<file path="src/serial_ch1_pkg.sv">
// constants for the channel 1 status register of the async serial unit
// assumes one 40 MHz clock and an 8-bit register port with read data one cycle late
//
// Behaviour
// - the 8-bit status register sits at I/O address 05h, bits 7..0 rx_full, overrun, parity error,
//   framing error, rx irq enable, clear-to-send select, tx_empty, tx irq enable, all reset to zero.
// - rx_full goes to one whenever a new byte is moved into the receive data register.
// - a byte with a framing or parity error is still loaded and still sets rx_full.
// - rx_full clears on a read of the receive data register, while carrier detect is high,
//   in I/O stop mode and in reset.
// - overrun sets when the shift register fills while the receive data register is still unread.
// - overrun clears on a zero written to error_flag_reset, while carrier detect is high,
//   in I/O stop mode and in reset.
// - parity error sets on a failed parity check, only while parity_select is one.
// - parity error clears like overrun.
// - framing error sets when the stop bit is seen as zero and clears like parity error.
// - with rx irq enable set, any set rx flag requests a receive interrupt.
// - clear-to-send select one routes the shared pin to clear-to-send, zero to the clocked serial rx pin.
// - tx_empty is held at zero while clear-to-send is high.
package serial_ch1_pkg;

  localparam logic [7:0] STATUS_OFFSET = 8'h05;
  localparam logic [7:0] IRQ_STATUS_OFFSET = 8'h10;
  localparam logic [7:0] IRQ_MASK_OFFSET = 8'h11;

  localparam int unsigned RX_FULL_BIT = 7;
  localparam int unsigned OVERRUN_BIT = 6;
  localparam int unsigned PARITY_ERR_BIT = 5;
  localparam int unsigned FRAMING_ERR_BIT = 4;
  localparam int unsigned RX_IRQ_EN_BIT = 3;
  localparam int unsigned CTS_SEL_BIT = 2;
  localparam int unsigned TX_EMPTY_BIT = 1;
  localparam int unsigned TX_IRQ_EN_BIT = 0;

  localparam logic [7:0] STATUS_RESET = 8'h00;

  // rx flag vector order, low index first: framing, parity, overrun, rx_full
  localparam int unsigned RX_FLAG_COUNT = 4;
  localparam int unsigned FLAG_FRAMING = 0;
  localparam int unsigned FLAG_PARITY = 1;
  localparam int unsigned FLAG_OVERRUN = 2;
  localparam int unsigned FLAG_RX_FULL = 3;

  // event bits: the four rx flag risings, then tx_empty rising
  localparam int unsigned EVENT_COUNT = 5;
  localparam int unsigned EV_TX_EMPTY = 4;
  localparam logic [4:0] IRQ_STATUS_RESET = 5'h00;
  localparam logic [4:0] IRQ_MASK_RESET = 5'h00;

  localparam logic [7:0] RDATA_IDLE = 8'h00;

  function automatic logic addr_hit(input logic [7:0] addr, input logic [7:0] offset);
    return addr == offset;
  endfunction : addr_hit

endpackage : serial_ch1_pkg

</file>
<file path="src/async_serial_ch1_rx_status.sv">
// channel 1 status register and receive flag logic of the async serial unit
// assumes the receiver, transmitter and control register A sit outside and report
// their events as one-cycle pulses synchronous to clk_sys_in
//
// Decided for this implementation: the plain strobed port.
`timescale 1ns/100ps
`default_nettype none
module async_serial_ch1_rx_status
  import serial_ch1_pkg::*;
(
  // clock and reset
  input wire logic clk_sys_in,
  input wire logic rst_in,
  // register port
  input wire logic [7:0] reg_addr_in,
  input wire logic [7:0] reg_wdata_in,
  input wire logic reg_wr_in,
  input wire logic reg_rd_in,
  output logic [7:0] reg_rdata_out,
  // receive path events
  input wire logic rx_load_in,
  input wire logic rx_parity_bad_in,
  input wire logic rx_stop_bad_in,
  input wire logic rx_shift_full_in,
  input wire logic rx_data_read_in,
  // control register A and mode inputs
  input wire logic parity_select_in,
  input wire logic error_flag_reset_clear_in,
  input wire logic carrier_detect_in,
  input wire logic io_stop_mode_in,
  // transmit path events
  input wire logic tx_data_write_in,
  input wire logic tx_transfer_in,
  // shared pin and its two functions
  input wire logic shared_pin_in,
  output logic clear_to_send_out,
  output logic clocked_serial_rx_pin_out,
  // interrupts
  output logic rx_irq_out,
  output logic tx_irq_out,
  output logic irq_out
);

  ////////////////////////////////////////////////////////////////////////////////
  // state

  typedef struct packed {
    logic rx_irq_enable;
    logic clear_to_send_select;
    logic tx_irq_enable;
    logic tx_pending;
    logic tx_empty_flag;
    logic [RX_FLAG_COUNT-1:0] flags_prev;
    logic tx_empty_prev;
    logic [7:0] rdata;
    logic rx_irq;
    logic tx_irq;
    logic clear_to_send;
    logic csi_rx;
  } top_state_type;

  top_state_type state_q;
  top_state_type state_d;

  logic [RX_FLAG_COUNT-1:0] flag_set;
  logic [RX_FLAG_COUNT-1:0] flag_soft_clear;
  logic [RX_FLAG_COUNT-1:0] rx_flags;
  logic flag_hold_clear;
  logic [EVENT_COUNT-1:0] events;
  logic [EVENT_COUNT-1:0] irq_status;
  logic [EVENT_COUNT-1:0] irq_mask;
  logic irq_line;
  logic status_wr;
  logic irq_status_wr;
  logic irq_mask_wr;
  logic [7:0] status_view;
  logic cts_active;

  ////////////////////////////////////////////////////////////////////////////////
  // register decode

  assign status_wr = reg_wr_in && addr_hit(reg_addr_in, STATUS_OFFSET);
  assign irq_status_wr = reg_wr_in && addr_hit(reg_addr_in, IRQ_STATUS_OFFSET);
  assign irq_mask_wr = reg_wr_in && addr_hit(reg_addr_in, IRQ_MASK_OFFSET);

  ////////////////////////////////////////////////////////////////////////////////
  // receive flags

  // error bytes are loaded like good ones, so rx_full follows every load
  assign flag_set[FLAG_RX_FULL] = rx_load_in;
  // overrun compares against the flag as it stands, a same-cycle read still counts as unread
  assign flag_set[FLAG_OVERRUN] = rx_shift_full_in && rx_flags[FLAG_RX_FULL];
  assign flag_set[FLAG_PARITY] = rx_load_in && rx_parity_bad_in && parity_select_in;
  assign flag_set[FLAG_FRAMING] = rx_load_in && rx_stop_bad_in;

  assign flag_soft_clear[FLAG_RX_FULL] = rx_data_read_in;
  assign flag_soft_clear[FLAG_OVERRUN] = error_flag_reset_clear_in;
  assign flag_soft_clear[FLAG_PARITY] = error_flag_reset_clear_in;
  assign flag_soft_clear[FLAG_FRAMING] = error_flag_reset_clear_in;

  // carrier detect and stop mode keep the receiver in reset, so they beat any set
  assign flag_hold_clear = carrier_detect_in || io_stop_mode_in;

  sticky_flag_bank #(
    .WIDTH(RX_FLAG_COUNT)
  ) u_rx_flags (
    .clk_sys_in(clk_sys_in),
    .rst_in(rst_in),
    .set_in(flag_set),
    .soft_clear_in(flag_soft_clear),
    .hold_clear_in(flag_hold_clear),
    .flags_out(rx_flags)
  );

  ////////////////////////////////////////////////////////////////////////////////
  // events and interrupt block

  assign events = {state_q.tx_empty_flag && !state_q.tx_empty_prev, rx_flags & ~state_q.flags_prev};

  irq_event_block #(
    .WIDTH(EVENT_COUNT)
  ) u_irq (
    .clk_sys_in(clk_sys_in),
    .rst_in(rst_in),
    .event_in(events),
    .status_wr_in(irq_status_wr),
    .mask_wr_in(irq_mask_wr),
    .wdata_in(reg_wdata_in[EVENT_COUNT-1:0]),
    .status_out(irq_status),
    .mask_out(irq_mask),
    .irq_out(irq_line)
  );

  ////////////////////////////////////////////////////////////////////////////////
  // status view

  // the clear-to-send function only exists while the pin is routed to it
  assign cts_active = state_q.clear_to_send_select && shared_pin_in;

  always_comb begin
    status_view = STATUS_RESET;
    status_view[RX_FULL_BIT] = rx_flags[FLAG_RX_FULL];
    status_view[OVERRUN_BIT] = rx_flags[FLAG_OVERRUN];
    status_view[PARITY_ERR_BIT] = rx_flags[FLAG_PARITY];
    status_view[FRAMING_ERR_BIT] = rx_flags[FLAG_FRAMING];
    status_view[RX_IRQ_EN_BIT] = state_q.rx_irq_enable;
    status_view[CTS_SEL_BIT] = state_q.clear_to_send_select;
    status_view[TX_EMPTY_BIT] = state_q.tx_empty_flag;
    status_view[TX_IRQ_EN_BIT] = state_q.tx_irq_enable;
  end

  ////////////////////////////////////////////////////////////////////////////////
  // next state

  always_comb begin
    state_d = state_q;

    // only the enables and the select take written data
    if (status_wr) begin
      state_d.rx_irq_enable = reg_wdata_in[RX_IRQ_EN_BIT];
      state_d.clear_to_send_select = reg_wdata_in[CTS_SEL_BIT];
      state_d.tx_irq_enable = reg_wdata_in[TX_IRQ_EN_BIT];
    end

    // transmit holding register: a write in the transfer cycle refills it
    if (io_stop_mode_in) begin
      state_d.tx_pending = 1'b0;
    end else if (tx_data_write_in) begin
      state_d.tx_pending = 1'b1;
    end else if (tx_transfer_in) begin
      state_d.tx_pending = 1'b0;
    end
    state_d.tx_empty_flag = !state_d.tx_pending && !cts_active;

    state_d.flags_prev = rx_flags;
    state_d.tx_empty_prev = state_q.tx_empty_flag;

    // read data stand for one cycle only; a read has no side effect on the flags
    state_d.rdata = RDATA_IDLE;
    if (reg_rd_in) begin
      case (1'b1)
        addr_hit(reg_addr_in, STATUS_OFFSET): state_d.rdata = status_view;
        addr_hit(reg_addr_in, IRQ_STATUS_OFFSET): state_d.rdata = {3'h0, irq_status};
        addr_hit(reg_addr_in, IRQ_MASK_OFFSET): state_d.rdata = {3'h0, irq_mask};
        default: state_d.rdata = RDATA_IDLE;
      endcase
    end

    // request follows the flag level, so a still-set flag keeps asking
    state_d.rx_irq = state_d.rx_irq_enable && (|rx_flags);
    state_d.tx_irq = state_d.tx_irq_enable && state_d.tx_empty_flag;

    // the unselected function sees its idle level: cts low, serial rx high
    state_d.clear_to_send = cts_active;
    state_d.csi_rx = state_q.clear_to_send_select ? 1'b1 : shared_pin_in;
  end

  always_ff @(posedge clk_sys_in) begin
    if (rst_in) begin
      state_q <= '0;
      state_q.csi_rx <= 1'b1;
    end else begin
      state_q <= state_d;
    end
  end

  ////////////////////////////////////////////////////////////////////////////////
  // outputs

  assign reg_rdata_out = state_q.rdata;
  assign clear_to_send_out = state_q.clear_to_send;
  assign clocked_serial_rx_pin_out = state_q.csi_rx;
  assign rx_irq_out = state_q.rx_irq;
  assign tx_irq_out = state_q.tx_irq;
  assign irq_out = irq_line;

endmodule : async_serial_ch1_rx_status
`default_nettype wire

</file>
<file path="src/irq_event_block.sv">
// sticky event status with write-one-to-clear, a mask and one level interrupt
// assumes writes arrive as one-cycle strobes
`timescale 1ns/100ps
`default_nettype none
module irq_event_block
  import serial_ch1_pkg::*;
#(
  parameter int unsigned WIDTH = 5
) (
  // clock and reset
  input wire logic clk_sys_in,
  input wire logic rst_in,
  // events and software access
  input wire logic [WIDTH-1:0] event_in,
  input wire logic status_wr_in,
  input wire logic mask_wr_in,
  input wire logic [WIDTH-1:0] wdata_in,
  // state
  output logic [WIDTH-1:0] status_out,
  output logic [WIDTH-1:0] mask_out,
  output logic irq_out
);

  if (WIDTH < 1 || WIDTH > 8) begin : g_check
    $error("irq_event_block width must be 1 to 8");
  end

  typedef struct packed {
    logic [WIDTH-1:0] status;
    logic [WIDTH-1:0] mask;
    logic irq;
  } irq_state_type;

  irq_state_type state_q;
  irq_state_type state_d;

  always_comb begin
    state_d = state_q;
    // an event in the clearing cycle survives the clear
    if (status_wr_in) begin
      state_d.status = state_q.status & ~wdata_in;
    end
    state_d.status = state_d.status | event_in;
    if (mask_wr_in) begin
      state_d.mask = wdata_in;
    end
    state_d.irq = |(state_d.status & state_d.mask);
  end

  always_ff @(posedge clk_sys_in) begin
    if (rst_in) begin
      state_q.status <= WIDTH'(IRQ_STATUS_RESET);
      state_q.mask <= WIDTH'(IRQ_MASK_RESET);
      state_q.irq <= 1'b0;
    end else begin
      state_q <= state_d;
    end
  end

  assign status_out = state_q.status;
  assign mask_out = state_q.mask;
  assign irq_out = state_q.irq;

endmodule : irq_event_block
`default_nettype wire

</file>
<file path="src/sticky_flag_bank.sv">
// bank of sticky flags with a per-bit soft clear and a common hold clear
// assumes all inputs synchronous to clk_sys_in
`timescale 1ns/100ps
`default_nettype none
module sticky_flag_bank
  import serial_ch1_pkg::*;
#(
  parameter int unsigned WIDTH = 4
) (
  // clock and reset
  input wire logic clk_sys_in,
  input wire logic rst_in,
  // flag control
  input wire logic [WIDTH-1:0] set_in,
  input wire logic [WIDTH-1:0] soft_clear_in,
  input wire logic hold_clear_in,
  // flag state
  output logic [WIDTH-1:0] flags_out
);

  if (WIDTH < 1) begin : g_check
    $error("sticky_flag_bank needs at least one flag");
  end

  typedef struct packed {
    logic [WIDTH-1:0] flags;
  } bank_state_type;

  bank_state_type state_q;
  bank_state_type state_d;
  logic [WIDTH-1:0] next_flags;

  // a set in the same cycle as a soft clear wins; a hold clear wins over everything
  for (genvar i = 0; i < WIDTH; i++) begin : g_flag
    assign next_flags[i] = hold_clear_in ? 1'b0 :
                           set_in[i] ? 1'b1 :
                           soft_clear_in[i] ? 1'b0 : state_q.flags[i];
  end

  always_comb begin
    state_d = state_q;
    state_d.flags = next_flags;
  end

  always_ff @(posedge clk_sys_in) begin
    if (rst_in) begin
      state_q <= '0;
    end else begin
      state_q <= state_d;
    end
  end

  assign flags_out = state_q.flags;

endmodule : sticky_flag_bank
`default_nettype wire

</file>
<file path="config.mk">
export PLATFORM = sky130hd
export DESIGN_NAME = async_serial_ch1_rx_status
export DESIGN_NICKNAME = d
export VERILOG_FILES = /design/src/serial_ch1_pkg.sv /design/src/async_serial_ch1_rx_status.sv /design/src/irq_event_block.sv /design/src/sticky_flag_bank.sv
export SDC_FILE = /design/constraint.sdc
export NUM_CORES = 1
export LEC_CHECK = 0
export BUFFER_PORTS_ARGS = -buffer_cell sky130_fd_sc_hd__buf_2
export CAP_MARGIN = 20
export CORE_MARGIN = 3
export CORE_UTILIZATION = 49
export DETAILED_ROUTE_END_ITERATION = 7
export PLACE_DENSITY = 0.78
export SLEW_MARGIN = 10
export SYNTH_ARGS = -nofsm -noshare
export SYNTH_HDL_FRONTEND = slang
export SYNTH_SLANG_ARGS = --single-unit
</file>
<file path="constraint.sdc">
create_clock -name clk_sys_in -period 1.8 [get_ports clk_sys_in]
set_clock_uncertainty 0.1 [all_clocks]
set_input_delay 0.09 -clock clk_sys_in [delete_from_list [all_inputs] [get_ports clk_sys_in]]
set_output_delay 0.09 -clock clk_sys_in [all_outputs]
set_load 0.02 [all_outputs]
</file>
==> qor.txt <==
Worst Setup End Kind - flop
Clk root buf - clkbuf_4
Crit path launch type - primary input
Vias in the first global route - 1219
Top cells by area, synth - dfxtp_1, nor2b_1, nor2_1, a222oi_1, buf_4
VDD IR max - 0.655 mV
Clock Tree Buf Depth - 2
CP peak stage delay - 0.54 ns
I/O pin count - 45
Maxcap violations - 0
Fmax achieved - 602 MHz
Global route total overflow - 0
Crit path required time - 1.99 ns
Setup bufs post-CTS - 0
Top_reg_cell synth - dfxtp_1
Syn Area/Cell - 10.3 um^2
Synth area leader - dfxtp_1
Seq cells post-synth - 37
Area Growth Syn to Fin - 29.5%
EDFF count, synth - 0
Final period util - 92.3%
Mapped Area - 0.00143 mm^2
Nets - 228
Reg2Reg Depth - 3
Core box area - 0.00261 mm^2
Ant. Diodes - 0
Detail Route Antenna Nets - 0
Relative slew slack - 70.3%
Placed Area - 0.00162 mm^2
HP Class - in -> reg
Design Power - 1400 uW
TritonCTS clock tree - yes
Design area - 0.00185 mm^2
RSZ-0062 raised after global routing - false
I/O Buffers - 41
CP Cell Sequence - dlygate4sd3_1 > buf_2 > or3_1 > nor2_1 > dlygate4sd3_1
CP max FO - 4
Critical path type - in -> reg
Final GP Congestion - 0.894
Total GRT Usage - 22.0%
Die W - 60.0 um
Clock sinks - 37
Hold Path End - u_irq.mask_out[4]$_SDFF_PP0_
Pwr dens - 755 mW/mm^2
Initial antenna violation count - 0
Htree depth - 2
Most frequent CP cell - dlygate4sd3_1
Most numerous cell in the Yosys netlist - dfxtp_1
Num rows - 18
HP Start - reg_wdata_in[4]
Vias after detailed routing - 1252
Final WL - 3520 um
Sequential share of the synthesized area - 51.9%
Number of DRC markers in iteration 0 - 79
Post-synth cell types - 30
Post-Synthesis Cells - 139
RR Startpoint - u_rx_flags.flags_out[1]$_SDFFE_PP0P_
Fin. max-slew vios - 0
Status - completed
Async S/R FF share, synth - 0%
Synth warn - 0
Critical-path top delay cell - dlygate4sd3_1
Hold Path Depth - 3
Number of CTS-inserted buffers - 5
Most instantiated cells after synthesis - dfxtp_1, nor2_1, nor2b_1
CP arrival - 1.85 ns
Final Hold Viols - 0
Worst-skew pair later-pin latency - 0.34 ns
Setup-failing EPs final - 0
Fin crit period - 1.66 ns
TritonRoute pass-1 iters - 6
Syn nets - 171
First-pass GRT wire length - 5670 um
Routed WL per cell - 15.6 um
R2r endpoint - u_rx_flags.flags_out[1]$_SDFFE_PP0P_
Die H - 60.0 um
Worst-Margin Slew - 0.446 ns
Pleak - 0.000840 uW
Vias per Instance - 5.54
Layout cells sized above 1 - 29.6%
Reg2Reg Setup Slack - 0.41 ns
Clock-pin slew on the worst setup and hold paths - 0.10 ns
Synth top area share - 51.9%
Full die area - 0.00360 mm^2
DP HPWL - 2320 um
DRC viols - 0
Initial Utilization - 54.6%
Largest net degree at the start of global routing - 28
==> per-layer routing <==
layer,vias to the layer above,GRT usage [%],part of all wire (%)
li1,603,-,-
met1,578,25.5,38
met2,60,37.7,51
met3,11,7.13,8.1
met4,0,7.59,2.3
met5,-,0,0
==> cells by family (layout without fill, tap and decap cells) <==
| kind of cell | count (synthesis) | after routing | synth area share, % |
|---|---|---|---|
| mux | 8 | 8 | 6.13 |
| buf+inv | 18 | 75 | 6.92 |
| flops | 37 | 37 | 51.9 |
| compound gates | 18 | 18 | 10.1 |
| simple gates | 58 | 58 | 25.0 |
==> stage by stage <==
stage / TNS (ns) / hold WS, ns / setup slack (ns) / util (%) / std cells
2_1_floorplan: 0 / 0.0693 / 0.169 / - / 139
3_5_place_dp: -0.0276 / 0.193 / -0.0276 / 62.2 / 202
3_3_place_gp: 0 / 0.183 / 0.0515 / 62.2 / 202
4_1_cts: 0 / 0.0331 / 0.152 / 70.8 / 226
5_1_grt: 0 / 0.0361 / 0.0569 / 70.8 / 226
6_report: 0 / 0.0516 / 0.139 / 70.8 / 226
==> critical path: cells and delay by family <==
kind          cells  cell delay [ns]
simple gates      2             0.55
buf+inv           3             1.21
==> worst max-delay path by stage <==
stage                         start                                    to  cells after the start
floorplan            reg_addr_in[3]              u_irq.irq_out$_SDFF_PP0_                      5
finish              io_stop_mode_in  u_rx_flags.flags_out[2]$_SDFFE_PP0P_                      5
CTS                 io_stop_mode_in  u_rx_flags.flags_out[2]$_SDFFE_PP0P_                      5
global route        io_stop_mode_in  u_rx_flags.flags_out[2]$_SDFFE_PP0P_                      5
global placement     reg_addr_in[1]              u_irq.irq_out$_SDFF_PP0_                      6
detailed placement   reg_addr_in[1]              u_irq.irq_out$_SDFF_PP0_                      6
==> cell usage in the layout, fill, tap and decap left out, types with 5 or more instances in the layout <==
cell type	synthesis	routed
a222oi_1	6	6
mux2i_1	5	5
buf_2	1	41
dlygate4sd3_1	0	17
a21oi_1	5	5
nand4_1	5	5
nor2_1	19	19
clkbuf_4	0	5
dfxtp_1	37	37
nor2b_1	15	15
inv_1	6	6
==> state kept, by name (all words and copies together), names as in the netlist, 4 cells and up <==
signal                cells
state_q                   9
reg_rdata_out             8
u_irq.status_out          5
u_irq.mask_out            5
u_rx_flags.flags_out      4
==> where the power goes <==
| part | switching, uW | internal [uW] |
|---|---|---|
| combinational | 56.4 | 65.0 |
| sequential | 7.21 | 829 |
| clock | 254 | 184 |
==> timing repair <==
action,in CTS,in global routing
resized for setup,0,0
hold endpoints to repair,16,0
hold buffers,17,0
==> layout make-up <==
class	instances	area, um^2
clock buffers	7	55.1
repair buffers	62	405
inverters	6	22.5
fillers	194	763
flip-flops and latches	37	741
multi-input cells	84	588
well taps	30	37.5
Power figures use the tool's default switching activity.
